==> config.mk <==
export PLATFORM = sky130hd
export DESIGN_NAME = hpr_top
export DESIGN_NICKNAME = d
export VERILOG_FILES = /design/src/hpr_pkg.sv /design/src/hpr_fifo.sv /design/src/hpr_cmd_sync.sv /design/src/hpr_top.sv
export SDC_FILE = /design/constraint.sdc
export NUM_CORES = 1
export LEC_CHECK = 0
export BUFFER_PORTS_ARGS = -buffer_cell sky130_fd_sc_hd__buf_2
export CORE_MARGIN = 4
export CORE_UTILIZATION = 59
export CTS_CLUSTER_SIZE = 10
export DETAILED_ROUTE_END_ITERATION = 8
export PLACE_DENSITY = 0.82
export SETUP_SLACK_MARGIN = 0.4
export SYNTH_ARGS = -nofsm -noshare
export SYNTH_HDL_FRONTEND = slang
export SYNTH_SLANG_ARGS = --single-unit
export TNS_END_PERCENT = 50
==> constraint.sdc <==
create_clock -name sys_clk_i -period 4.6 [get_ports sys_clk_i]
set_input_delay 0.69 -clock sys_clk_i [delete_from_list [all_inputs] [get_ports sys_clk_i]]
set_output_delay 0.69 -clock sys_clk_i [all_outputs]
set_load 0.1 [all_outputs]
==> src/hpr_pkg.sv <==
// Package: host port register map, field layout and carriers
package hpr_pkg;

  // Host-side byte addresses (3-bit host address bus)
  localparam logic [2:0] HPR_ADDR_HIC   = 3'h0;
  localparam logic [2:0] HPR_ADDR_CMV   = 3'h1;
  localparam logic [2:0] HPR_ADDR_ISR   = 3'h2;
  localparam logic [2:0] HPR_ADDR_IVN   = 3'h3;
  localparam logic [2:0] HPR_ADDR_TXU   = 3'h4;
  localparam logic [2:0] HPR_ADDR_TXH   = 3'h5;
  localparam logic [2:0] HPR_ADDR_TXM   = 3'h6;
  localparam logic [2:0] HPR_ADDR_TXL   = 3'h7;

  // Interrupt control register field positions
  localparam int HPR_HIC_RREQ  = 0;
  localparam int HPR_HIC_TREQ  = 1;
  localparam int HPR_HIC_DRQS  = 2;
  localparam int HPR_HIC_HF0   = 3;
  localparam int HPR_HIC_HF1   = 4;
  localparam int HPR_HIC_BORD  = 5;
  localparam int HPR_HIC_INIT  = 7;

  // Command vector field layout
  localparam int HPR_CMV_PEND  = 7;
  localparam int HPR_CMV_VEC_W = 7;

  // Status register bit positions
  localparam int HPR_ISR_RXDF  = 0;
  localparam int HPR_ISR_TXDE  = 1;
  localparam int HPR_ISR_TRDY  = 2;

  // Reset values
  localparam logic [7:0] HPR_HIC_RESET = 8'h00;
  localparam logic [7:0] HPR_CMV_RESET = 8'h32;
  localparam logic [7:0] HPR_IVN_RESET = 8'h0F;
  localparam logic [7:0] HPR_UNUSED_BYTE = 8'h00;

  // Word geometry
  localparam int HPR_WORD_W    = 24;
  localparam int HPR_FIFO_D    = 8;

  // Host bus access
  typedef struct packed {
    logic       cs;
    logic       rd;
    logic       wr;
    logic [2:0] addr;
    logic [7:0] wdata;
  } hpr_host_req_t;

  // Request pin pair: output levels
  typedef struct packed {
    logic req_a;
    logic req_b;
  } hpr_req_pins_t;

  // Host command handed to the processor core
  typedef struct packed {
    logic                  valid;
    logic [HPR_CMV_VEC_W:0] addr;
  } hpr_cmd_t;

endpackage

==> src/hpr_fifo.sv <==
// Synchronous valid/ready FIFO held in flip-flops
`timescale 1ns/1ps
module hpr_fifo #(
  parameter int WIDTH = 24,
  parameter int DEPTH = 8
) (
  // Clock and reset
  input  wire logic             sys_clk_i,
  input  wire logic             resetn_i,
  input  wire logic             flush_i,
  // Fill side
  input  wire logic             in_valid_i,
  output logic                  in_ready_o,
  input  wire logic [WIDTH-1:0] in_data_i,
  // Drain side
  output logic                  out_valid_o,
  input  wire logic             out_ready_i,
  output logic [WIDTH-1:0]      out_data_o
);
  localparam int AW = $clog2(DEPTH);

  logic [WIDTH-1:0] mem_reg [DEPTH];
  logic [AW-1:0]    wptr_reg;
  logic [AW-1:0]    rptr_reg;
  logic [AW:0]      count_reg;
  logic             push;
  logic             pop;

  // Handshake terms
  assign in_ready_o  = (count_reg != DEPTH[AW:0]);
  assign out_valid_o = (count_reg != '0);
  assign push        = in_valid_i && in_ready_o;
  assign pop         = out_valid_o && out_ready_i;
  assign out_data_o  = mem_reg[rptr_reg];

  // Storage write
  always_ff @(posedge sys_clk_i) begin
    if (push) begin
      mem_reg[wptr_reg] <= in_data_i;
    end
  end

  // Pointers and occupancy
  always_ff @(posedge sys_clk_i or negedge resetn_i) begin
    if (!resetn_i) begin
      wptr_reg  <= '0;
      rptr_reg  <= '0;
      count_reg <= '0;
    end else if (flush_i) begin
      wptr_reg  <= '0;
      rptr_reg  <= '0;
      count_reg <= '0;
    end else begin
      if (push) begin
        wptr_reg <= (wptr_reg == AW'(DEPTH - 1)) ? '0 : wptr_reg + 1'b1;
      end
      if (pop) begin
        rptr_reg <= (rptr_reg == AW'(DEPTH - 1)) ? '0 : rptr_reg + 1'b1;
      end
      if (push && !pop) begin
        count_reg <= count_reg + 1'b1;
      end else if (pop && !push) begin
        count_reg <= count_reg - 1'b1;
      end
    end
  end
endmodule

==> src/hpr_cmd_sync.sv <==
// Host command handshake: pending bit and doubled vector address
`timescale 1ns/1ps
module hpr_cmd_sync (
  // Clock and reset
  input  wire logic               sys_clk_i,
  input  wire logic               resetn_i,
  // Host write to the command vector
  input  wire logic               wr_i,
  input  wire logic [7:0]         wdata_i,
  // Core acceptance of the command interrupt
  input  wire logic               core_ack_i,
  // State
  output logic [7:0]              cmv_o,
  output hpr_pkg::hpr_cmd_t       cmd_o
);
  import hpr_pkg::*;

  logic [7:0] cmv_reg;
  logic       pend_next;

  // Set by host wins over the clear by the core
  always_comb begin
    pend_next = cmv_reg[HPR_CMV_PEND];
    if (core_ack_i) begin
      pend_next = 1'b0;
    end
    if (wr_i && wdata_i[HPR_CMV_PEND]) begin
      pend_next = 1'b1;
    end
  end

  // Vector field held while a command waits
  always_ff @(posedge sys_clk_i or negedge resetn_i) begin
    if (!resetn_i) begin
      cmv_reg <= HPR_CMV_RESET;
    end else begin
      if (wr_i && !cmv_reg[HPR_CMV_PEND]) begin
        cmv_reg[HPR_CMV_VEC_W-1:0] <= wdata_i[HPR_CMV_VEC_W-1:0];
      end
      cmv_reg[HPR_CMV_PEND] <= pend_next;
    end
  end

  assign cmv_o       = cmv_reg;
  assign cmd_o.valid = cmv_reg[HPR_CMV_PEND];
  assign cmd_o.addr  = {cmv_reg[HPR_CMV_VEC_W-1:0], 1'b0};
endmodule

==> src/hpr_top.sv <==
// Host-side register set of the 8-bit parallel host port
`timescale 1ns/1ps
// Operation
// - Receive enable: interrupt gate, or DMA direction
// - Transmit enable: interrupt gate, or DMA direction
// - Request pins: combined/ack or separate tx/rx
// - Host flag bits are write-only to host
// - Init bit write-only; one resets DMA state
// - Command address is vector field doubled
// - Command bit pending until core takes it
// - Word seen as low/middle/high; fourth byte zero
module hpr_top #(
  parameter int WORD_W = 24,
  parameter int DEPTH  = 8
) (
  // Clock and reset
  input  wire logic                  sys_clk_i,
  input  wire logic                  resetn_i,
  // Host bus
  input  wire hpr_pkg::hpr_host_req_t host_req_i,
  output logic [7:0]                 host_rdata_o,
  input  wire logic                  ack_in_i,
  // Request pins
  output hpr_pkg::hpr_req_pins_t     req_pins_o,
  // Processor side: transmit words
  input  wire logic                  core_tx_valid_i,
  output logic                       core_tx_ready_o,
  input  wire logic [WORD_W-1:0]     core_tx_data_i,
  // Processor side: receive words
  output logic                       core_rx_valid_o,
  input  wire logic                  core_rx_ready_i,
  output logic [WORD_W-1:0]          core_rx_data_o,
  // Processor side: control view
  output logic                       dma_mode_o,
  input  wire logic                  dma_en_i,
  output logic [1:0]                 host_flags_o,
  output logic                       dma_init_o,
  output hpr_pkg::hpr_cmd_t          cmd_o,
  input  wire logic                  cmd_ack_i,
  output logic [7:0]                 ivn_o
);
  import hpr_pkg::*;

  typedef enum logic [2:0] {
    HPR_ST_IDLE = 3'b001,
    HPR_ST_LOAD = 3'b010,
    HPR_ST_HOLD = 3'b100
  } hpr_tx_state_t;

  logic [7:0]        hic_reg;
  logic [7:0]        ivn_reg;
  logic [WORD_W-1:0] txw_reg;
  logic [WORD_W-1:0] rxw_reg;
  logic              rxw_full_reg;
  logic              init_reg;
  logic [7:0]        rdata_reg;
  hpr_tx_state_t     tx_state_reg;
  logic [7:0]        cmv_val;
  logic              wr_en;
  logic              rd_en;
  logic              fifo_valid;
  logic              fifo_ready;
  logic [WORD_W-1:0] fifo_data;
  logic              txde;
  logic              host_rx_irq;
  logic              host_tx_irq;
  logic              dma_h2p;
  logic              dma_p2h;
  logic              any_req;
  logic              bord;
  logic [1:0]        lane_w;

  assign wr_en = host_req_i.cs && host_req_i.wr;
  assign rd_en = host_req_i.cs && host_req_i.rd;
  assign bord  = hic_reg[HPR_HIC_BORD];

  // Map a data address to a byte lane, reversed when little-endian
  function automatic logic [1:0] lane_of(input logic [2:0] a, input logic rev);
    logic [1:0] l;
    begin
      l = 2'h3 - a[1:0]; // low=0 mid=1 high=2 unused=3
      if (rev && l != 2'h3) begin
        l = 2'h2 - l;
      end
      return l;
    end
  endfunction

  // Transmit word from the processor is buffered
  hpr_fifo #(
    .WIDTH (WORD_W),
    .DEPTH (DEPTH)
  ) u_fifo (
    .sys_clk_i   (sys_clk_i),
    .resetn_i    (resetn_i),
    .flush_i     (init_reg),
    .in_valid_i  (core_tx_valid_i),
    .in_ready_o  (core_tx_ready_o),
    .in_data_i   (core_tx_data_i),
    .out_valid_o (fifo_valid),
    .out_ready_i (fifo_ready),
    .out_data_o  (fifo_data)
  );

  // Command vector handshake
  hpr_cmd_sync u_cmd (
    .sys_clk_i  (sys_clk_i),
    .resetn_i   (resetn_i),
    .wr_i       (wr_en && host_req_i.addr == HPR_ADDR_CMV),
    .wdata_i    (host_req_i.wdata),
    .core_ack_i (cmd_ack_i),
    .cmv_o      (cmv_val),
    .cmd_o      (cmd_o)
  );

  // Interrupt control register; init bit never stored
  always_ff @(posedge sys_clk_i or negedge resetn_i) begin
    if (!resetn_i) begin
      hic_reg <= HPR_HIC_RESET;
    end else if (wr_en && host_req_i.addr == HPR_ADDR_HIC) begin
      hic_reg <= {1'b0, 1'b0, host_req_i.wdata[5:0]};
    end
  end

  // Init pulse on writing one; zero does nothing
  always_ff @(posedge sys_clk_i or negedge resetn_i) begin
    if (!resetn_i) begin
      init_reg <= 1'b0;
    end else begin
      init_reg <= wr_en && host_req_i.addr == HPR_ADDR_HIC && host_req_i.wdata[HPR_HIC_INIT];
    end
  end

  // Interrupt vector register
  always_ff @(posedge sys_clk_i or negedge resetn_i) begin
    if (!resetn_i) begin
      ivn_reg <= HPR_IVN_RESET;
    end else if (wr_en && host_req_i.addr == HPR_ADDR_IVN) begin
      ivn_reg <= host_req_i.wdata;
    end
  end

  // Transmit holding word fed from the FIFO
  assign fifo_ready = (tx_state_reg == HPR_ST_IDLE);
  assign txde       = (tx_state_reg != HPR_ST_HOLD);

  always_ff @(posedge sys_clk_i or negedge resetn_i) begin
    if (!resetn_i) begin
      tx_state_reg <= HPR_ST_IDLE;
      txw_reg      <= '0;
    end else if (init_reg) begin
      tx_state_reg <= HPR_ST_IDLE;
    end else begin
      unique case (tx_state_reg)
        HPR_ST_IDLE: begin
          if (fifo_valid) begin
            txw_reg      <= fifo_data;
            tx_state_reg <= HPR_ST_LOAD;
          end
        end
        HPR_ST_LOAD: begin
          tx_state_reg <= HPR_ST_HOLD;
        end
        HPR_ST_HOLD: begin
          // Reading the last byte empties the word
          if (rd_en && host_req_i.addr == HPR_ADDR_TXL) begin
            tx_state_reg <= HPR_ST_IDLE;
          end
        end
      endcase
    end
  end

  // Receive word assembled from host byte writes
  assign lane_w = lane_of(host_req_i.addr, bord);

  always_ff @(posedge sys_clk_i or negedge resetn_i) begin
    if (!resetn_i) begin
      rxw_reg      <= '0;
      rxw_full_reg <= 1'b0;
    end else if (init_reg) begin
      rxw_full_reg <= 1'b0;
    end else begin
      if (wr_en && host_req_i.addr[2] && lane_w != 2'h3) begin
        rxw_reg[lane_w*8 +: 8] <= host_req_i.wdata;
      end
      if (wr_en && host_req_i.addr == HPR_ADDR_TXL) begin
        rxw_full_reg <= 1'b1;
      end else if (core_rx_ready_i) begin
        rxw_full_reg <= 1'b0;
      end
    end
  end

  assign core_rx_valid_o = rxw_full_reg;
  assign core_rx_data_o  = rxw_reg;

  // Host read data; flags and init read as zero
  always_ff @(posedge sys_clk_i or negedge resetn_i) begin
    if (!resetn_i) begin
      rdata_reg <= 8'h00;
    end else if (rd_en) begin
      unique case (host_req_i.addr)
        HPR_ADDR_HIC: rdata_reg <= hic_reg & 8'h27;
        HPR_ADDR_CMV: rdata_reg <= cmv_val;
        HPR_ADDR_ISR: rdata_reg <= {5'h00, txde && !dma_en_i, txde, rxw_full_reg};
        HPR_ADDR_IVN: rdata_reg <= ivn_reg;
        HPR_ADDR_TXU: rdata_reg <= HPR_UNUSED_BYTE;
        default: begin
          rdata_reg <= txw_reg[lane_of(host_req_i.addr, bord)*8 +: 8];
        end
      endcase
    end
  end

  // Requests: interrupt gates or DMA direction
  assign host_rx_irq = !dma_en_i && hic_reg[HPR_HIC_RREQ] && !txde;
  assign host_tx_irq = !dma_en_i && hic_reg[HPR_HIC_TREQ] && !rxw_full_reg;
  assign dma_p2h     = dma_en_i && hic_reg[HPR_HIC_RREQ] && !txde;
  assign dma_h2p     = dma_en_i && hic_reg[HPR_HIC_TREQ] && !rxw_full_reg;
  assign any_req     = host_rx_irq || host_tx_irq || dma_p2h || dma_h2p;

  // Pin pair usage
  always_comb begin
    if (hic_reg[HPR_HIC_DRQS]) begin
      req_pins_o.req_a = host_tx_irq || dma_h2p;
      req_pins_o.req_b = host_rx_irq || dma_p2h;
    end else begin
      req_pins_o.req_a = any_req && !ack_in_i;
      req_pins_o.req_b = 1'b0;
    end
  end

  assign host_rdata_o = rdata_reg;
  assign dma_mode_o   = hic_reg[HPR_HIC_RREQ];
  assign host_flags_o = {hic_reg[HPR_HIC_HF1], hic_reg[HPR_HIC_HF0]};
  assign dma_init_o   = init_reg;
  assign ivn_o        = ivn_reg;
endmodule

==> flow_metrics.tcl <==
set metrics [dict create \
    max-slew-margin-rel_pct 33.6 \
    wl_um 24600 \
    async_flop_share_pct 32.6 \
    tns_ps 0 \
    grt_max_degree 54 \
    core_area_sq_um 19500 \
    clockBufferDepth 3 \
    post-route-util_pct 68.5 \
    ys_seq_area_share_pct 69.5 \
    std_cell_rows 51 \
    largest_reg_flops 192 \
    worstHoldPathType "input port to asynchronous set/reset pin" \
    portBuffers 100 \
    cap_violations 0 \
    design_area_sq_um 13300 \
    dp_cells 1059 \
    syn_inst 724 \
    ios 102 \
    grt_usage_pct 23.0 \
    rsz0062_at_grt "no" \
    final_cells 1114 \
    dpl-instance-area_sq_um 12400 \
    post_cts_buffers 0 \
    critPathKind "input port to register" \
    chipWidth_um 149 \
    post-route-drc-count 0 \
    area_delta_synth_final_pct 14.4 \
    outcome "complete, no violations" \
    cts_sinks 285 \
    ant_nets 0 \
    wire_per_inst_um 22.1 \
    synth_seq_cells 285 \
    finClkSkew_ps 8.66 \
    powerDensity_nw_per_um2 583 \
    syn-num-nets 783 \
    hold_buffers 0 \
    fin_crit_ps 3020 \
    final_nets 889 \
    critPathRequiredTime_ps 5010 \
    ys_types 64 \
    htreeDepth 2 \
    crit_path_end_kind "register" \
    cp.arrival_ps 3430 \
    antenna_found_initial 1 \
    vdd_ir_drop_max_mv 0.308 \
    timing.fmax_mhz 331 \
    synth_flop_cell "edfxtp_1" \
    hold_viol 0 \
    dr.pass1.iters 5 \
    crit_fanout 24 \
    max_slew.worst_pin.slew_ps 994 \
    clkLatencyLatePin_ps 500 \
    dieArea_sq_um 22100 \
    post_drt_via_cell_ratio 5.99 \
    synth_enable_flop_cells 192 \
    drive_gt1_share_pct 30.4 \
    postSynthAreaPerCell_sq_um 16.1 \
    dieHeight_um 149 \
    grt_pass1_vias 6898 \
    path_clk_slew_ps 60 \
    routabilityCongestion 0.942 \
    maxSlewViolCount 0 \
    leakagePower_nw 4.91 \
    diodes 0 \
    drt-initial-drc-count 582 \
    root_buffer "clkbuf_16" \
    place_hpwl_um 15400 \
    ctsResizeCount 0 \
    critPathLaunchType "input port" \
    grt_overflow_total 0 \
    yosysWarnings 0 \
    finalSetupViolations 0 \
    cts_made_buffers 34 \
    synthesis.area_sq_um 11700 \
    cts_tree "yes" \
    start_util_pct 59.9 \
    fin_crit_sh_pct 65.6 \
    grt_pass1_wl_um 38800 \
    vias 6674 \
]
per-stage QoR:
step	total power [mW]	setup slack, ps	hold WS [ps]
after floorplan	4.97	509	394
after global placement	5.38	1300	457
after detailed placement	5.47	1120	468
after CTS	7.83	1630	170
after global routing	8.10	1210	205
final	7.77	1580	167
final timing paths:
check | from | endpoint | slack (ps) | cells after the start
min reg2reg | core_rx_data_o[4] | core_rx_data_o[4] | 480 | 2
max reg2reg | u_fifo.count_reg[1] | u_fifo.count_reg[3] | 1880 | 9
max | host_req_i[8] | core_rx_data_o[10] | 1580 | 11
max in group asynchronous | resetn_i | host_rdata_o[0] | 3400 | 2
min | resetn_i | u_fifo.count_reg[3] | 170 | 1
min in group sys_clk_i | cmd_ack_i | u_cmd.cmv_o[7] | 370 | 2
synth_stat cells, types with 2 or more instances:
master	number	share of area, %
edfxtp_1	192	49
dfrtp_1	85	18
nand2_1	68	2.2
mux4_2	48	9.3
nor2_1	46	1.5
a21oi_1	39	1.7
o21ai_0	30	1.3
mux2i_1	27	2.3
mux2_2	22	2.1
buf_2	15	0.64
clkbuf_1	13	0.42
ha_1	13	1.4
nand3_1	13	0.56
nor3_1	11	0.47
dfstp_2	8	1.8
inv_1	8	0.26
a22oi_1	6	0.39
buf_4	6	0.39
a21oi_2	5	0.38
a31o_2	5	0.38
nand2b_1	5	0.27
and3_1	4	0.21
buf_6	4	0.39
a222oi_1	3	0.26
a31oi_1	2	0.11
nor3_2	2	0.17
nor3b_1	2	0.13
o211ai_1	2	0.13
o21a_1	2	0.13
o21bai_1	2	0.13
o22ai_1	2	0.11
xnor2_1	2	0.15
critical path, cell delays in order:
cell,delay (ps)
buf_2,330
inv_1,190
ha_1,370
nor2b_2,170
mux2i_1,190
buf_4,210
inv_4,100
ha_1,210
nor3_1,650
nand2_1,110
o21ai_0,200
per-layer routing:
| metal | up-vias | global-route usage, % | wire length [um] |
|---|---|---|---|
| met5 | - | 0 | 12 |
| met3 | 56 | 5.42 | 1960 |
| li1 | 2971 | - | - |
| met2 | 300 | 37.8 | 12200 |
| met4 | 2 | 7.48 | 680 |
| met1 | 3345 | 30.7 | 9780 |
final cells by class:
type | count | area (sq um)
clock buffers | 53 | 943
clock inverters | 2 | 13.8
fillers | 1290 | 6130
inverters | 9 | 36.3
multi-input cells | 389 | 3320
flip-flops and latches | 285 | 8110
well taps | 265 | 332
repair buffers | 111 | 586
cells in the final DEF, fill, tap and decap left out, types with 2 or more instances in the layout:
master     netlist  layout
nor3_2           2       6
inv_1            8       8
buf_4            6      12
nand2b_1         5       5
a21oi_2          5       5
a21oi_1         39      39
a22oi_1          6       6
o21a_1           2       2
clkbuf_1        13      18
nand3_1         13      13
nor4_2           1       2
a222oi_1         3       3
o21bai_1         2       2
ha_1            13      13
xnor2_1          2       2
a31o_2           5       5
nor3b_1          2       2
nor3_1          11       7
o22ai_1          2       2
edfxtp_1       192     192
dfrtp_1         85      83
mux4_2          48      48
nor2_1          46      43
buf_2           15      99
mux2_2          22      22
mux2i_1         27      27
o21ai_0         30      30
clkbuf_16        0      35
nand2_1         68      68
dfrtp_2          0       2
nor2_4           1       4
o211ai_1         2       2
a31oi_1          2       2
and3_1           4       4
dfstp_2          8       8
logic make-up after synthesis:
kind of cell / share of synthesized area, %
compound gates: 5.82
xor+xnor: 0.290
fa+ha+maj: 1.57
buf+inv: 2.39
flops: 69.5
mux: 13.7
other cells: 0.0322
simple gates: 6.65
power breakdown:
part | internal (mW) | switching (mW)
clock | 1.40 | 0.938
combinational | 0.638 | 1.28
sequential | 3.22 | 0.304
total | 5.25 | 2.52
Power figures use the tool's default switching activity.
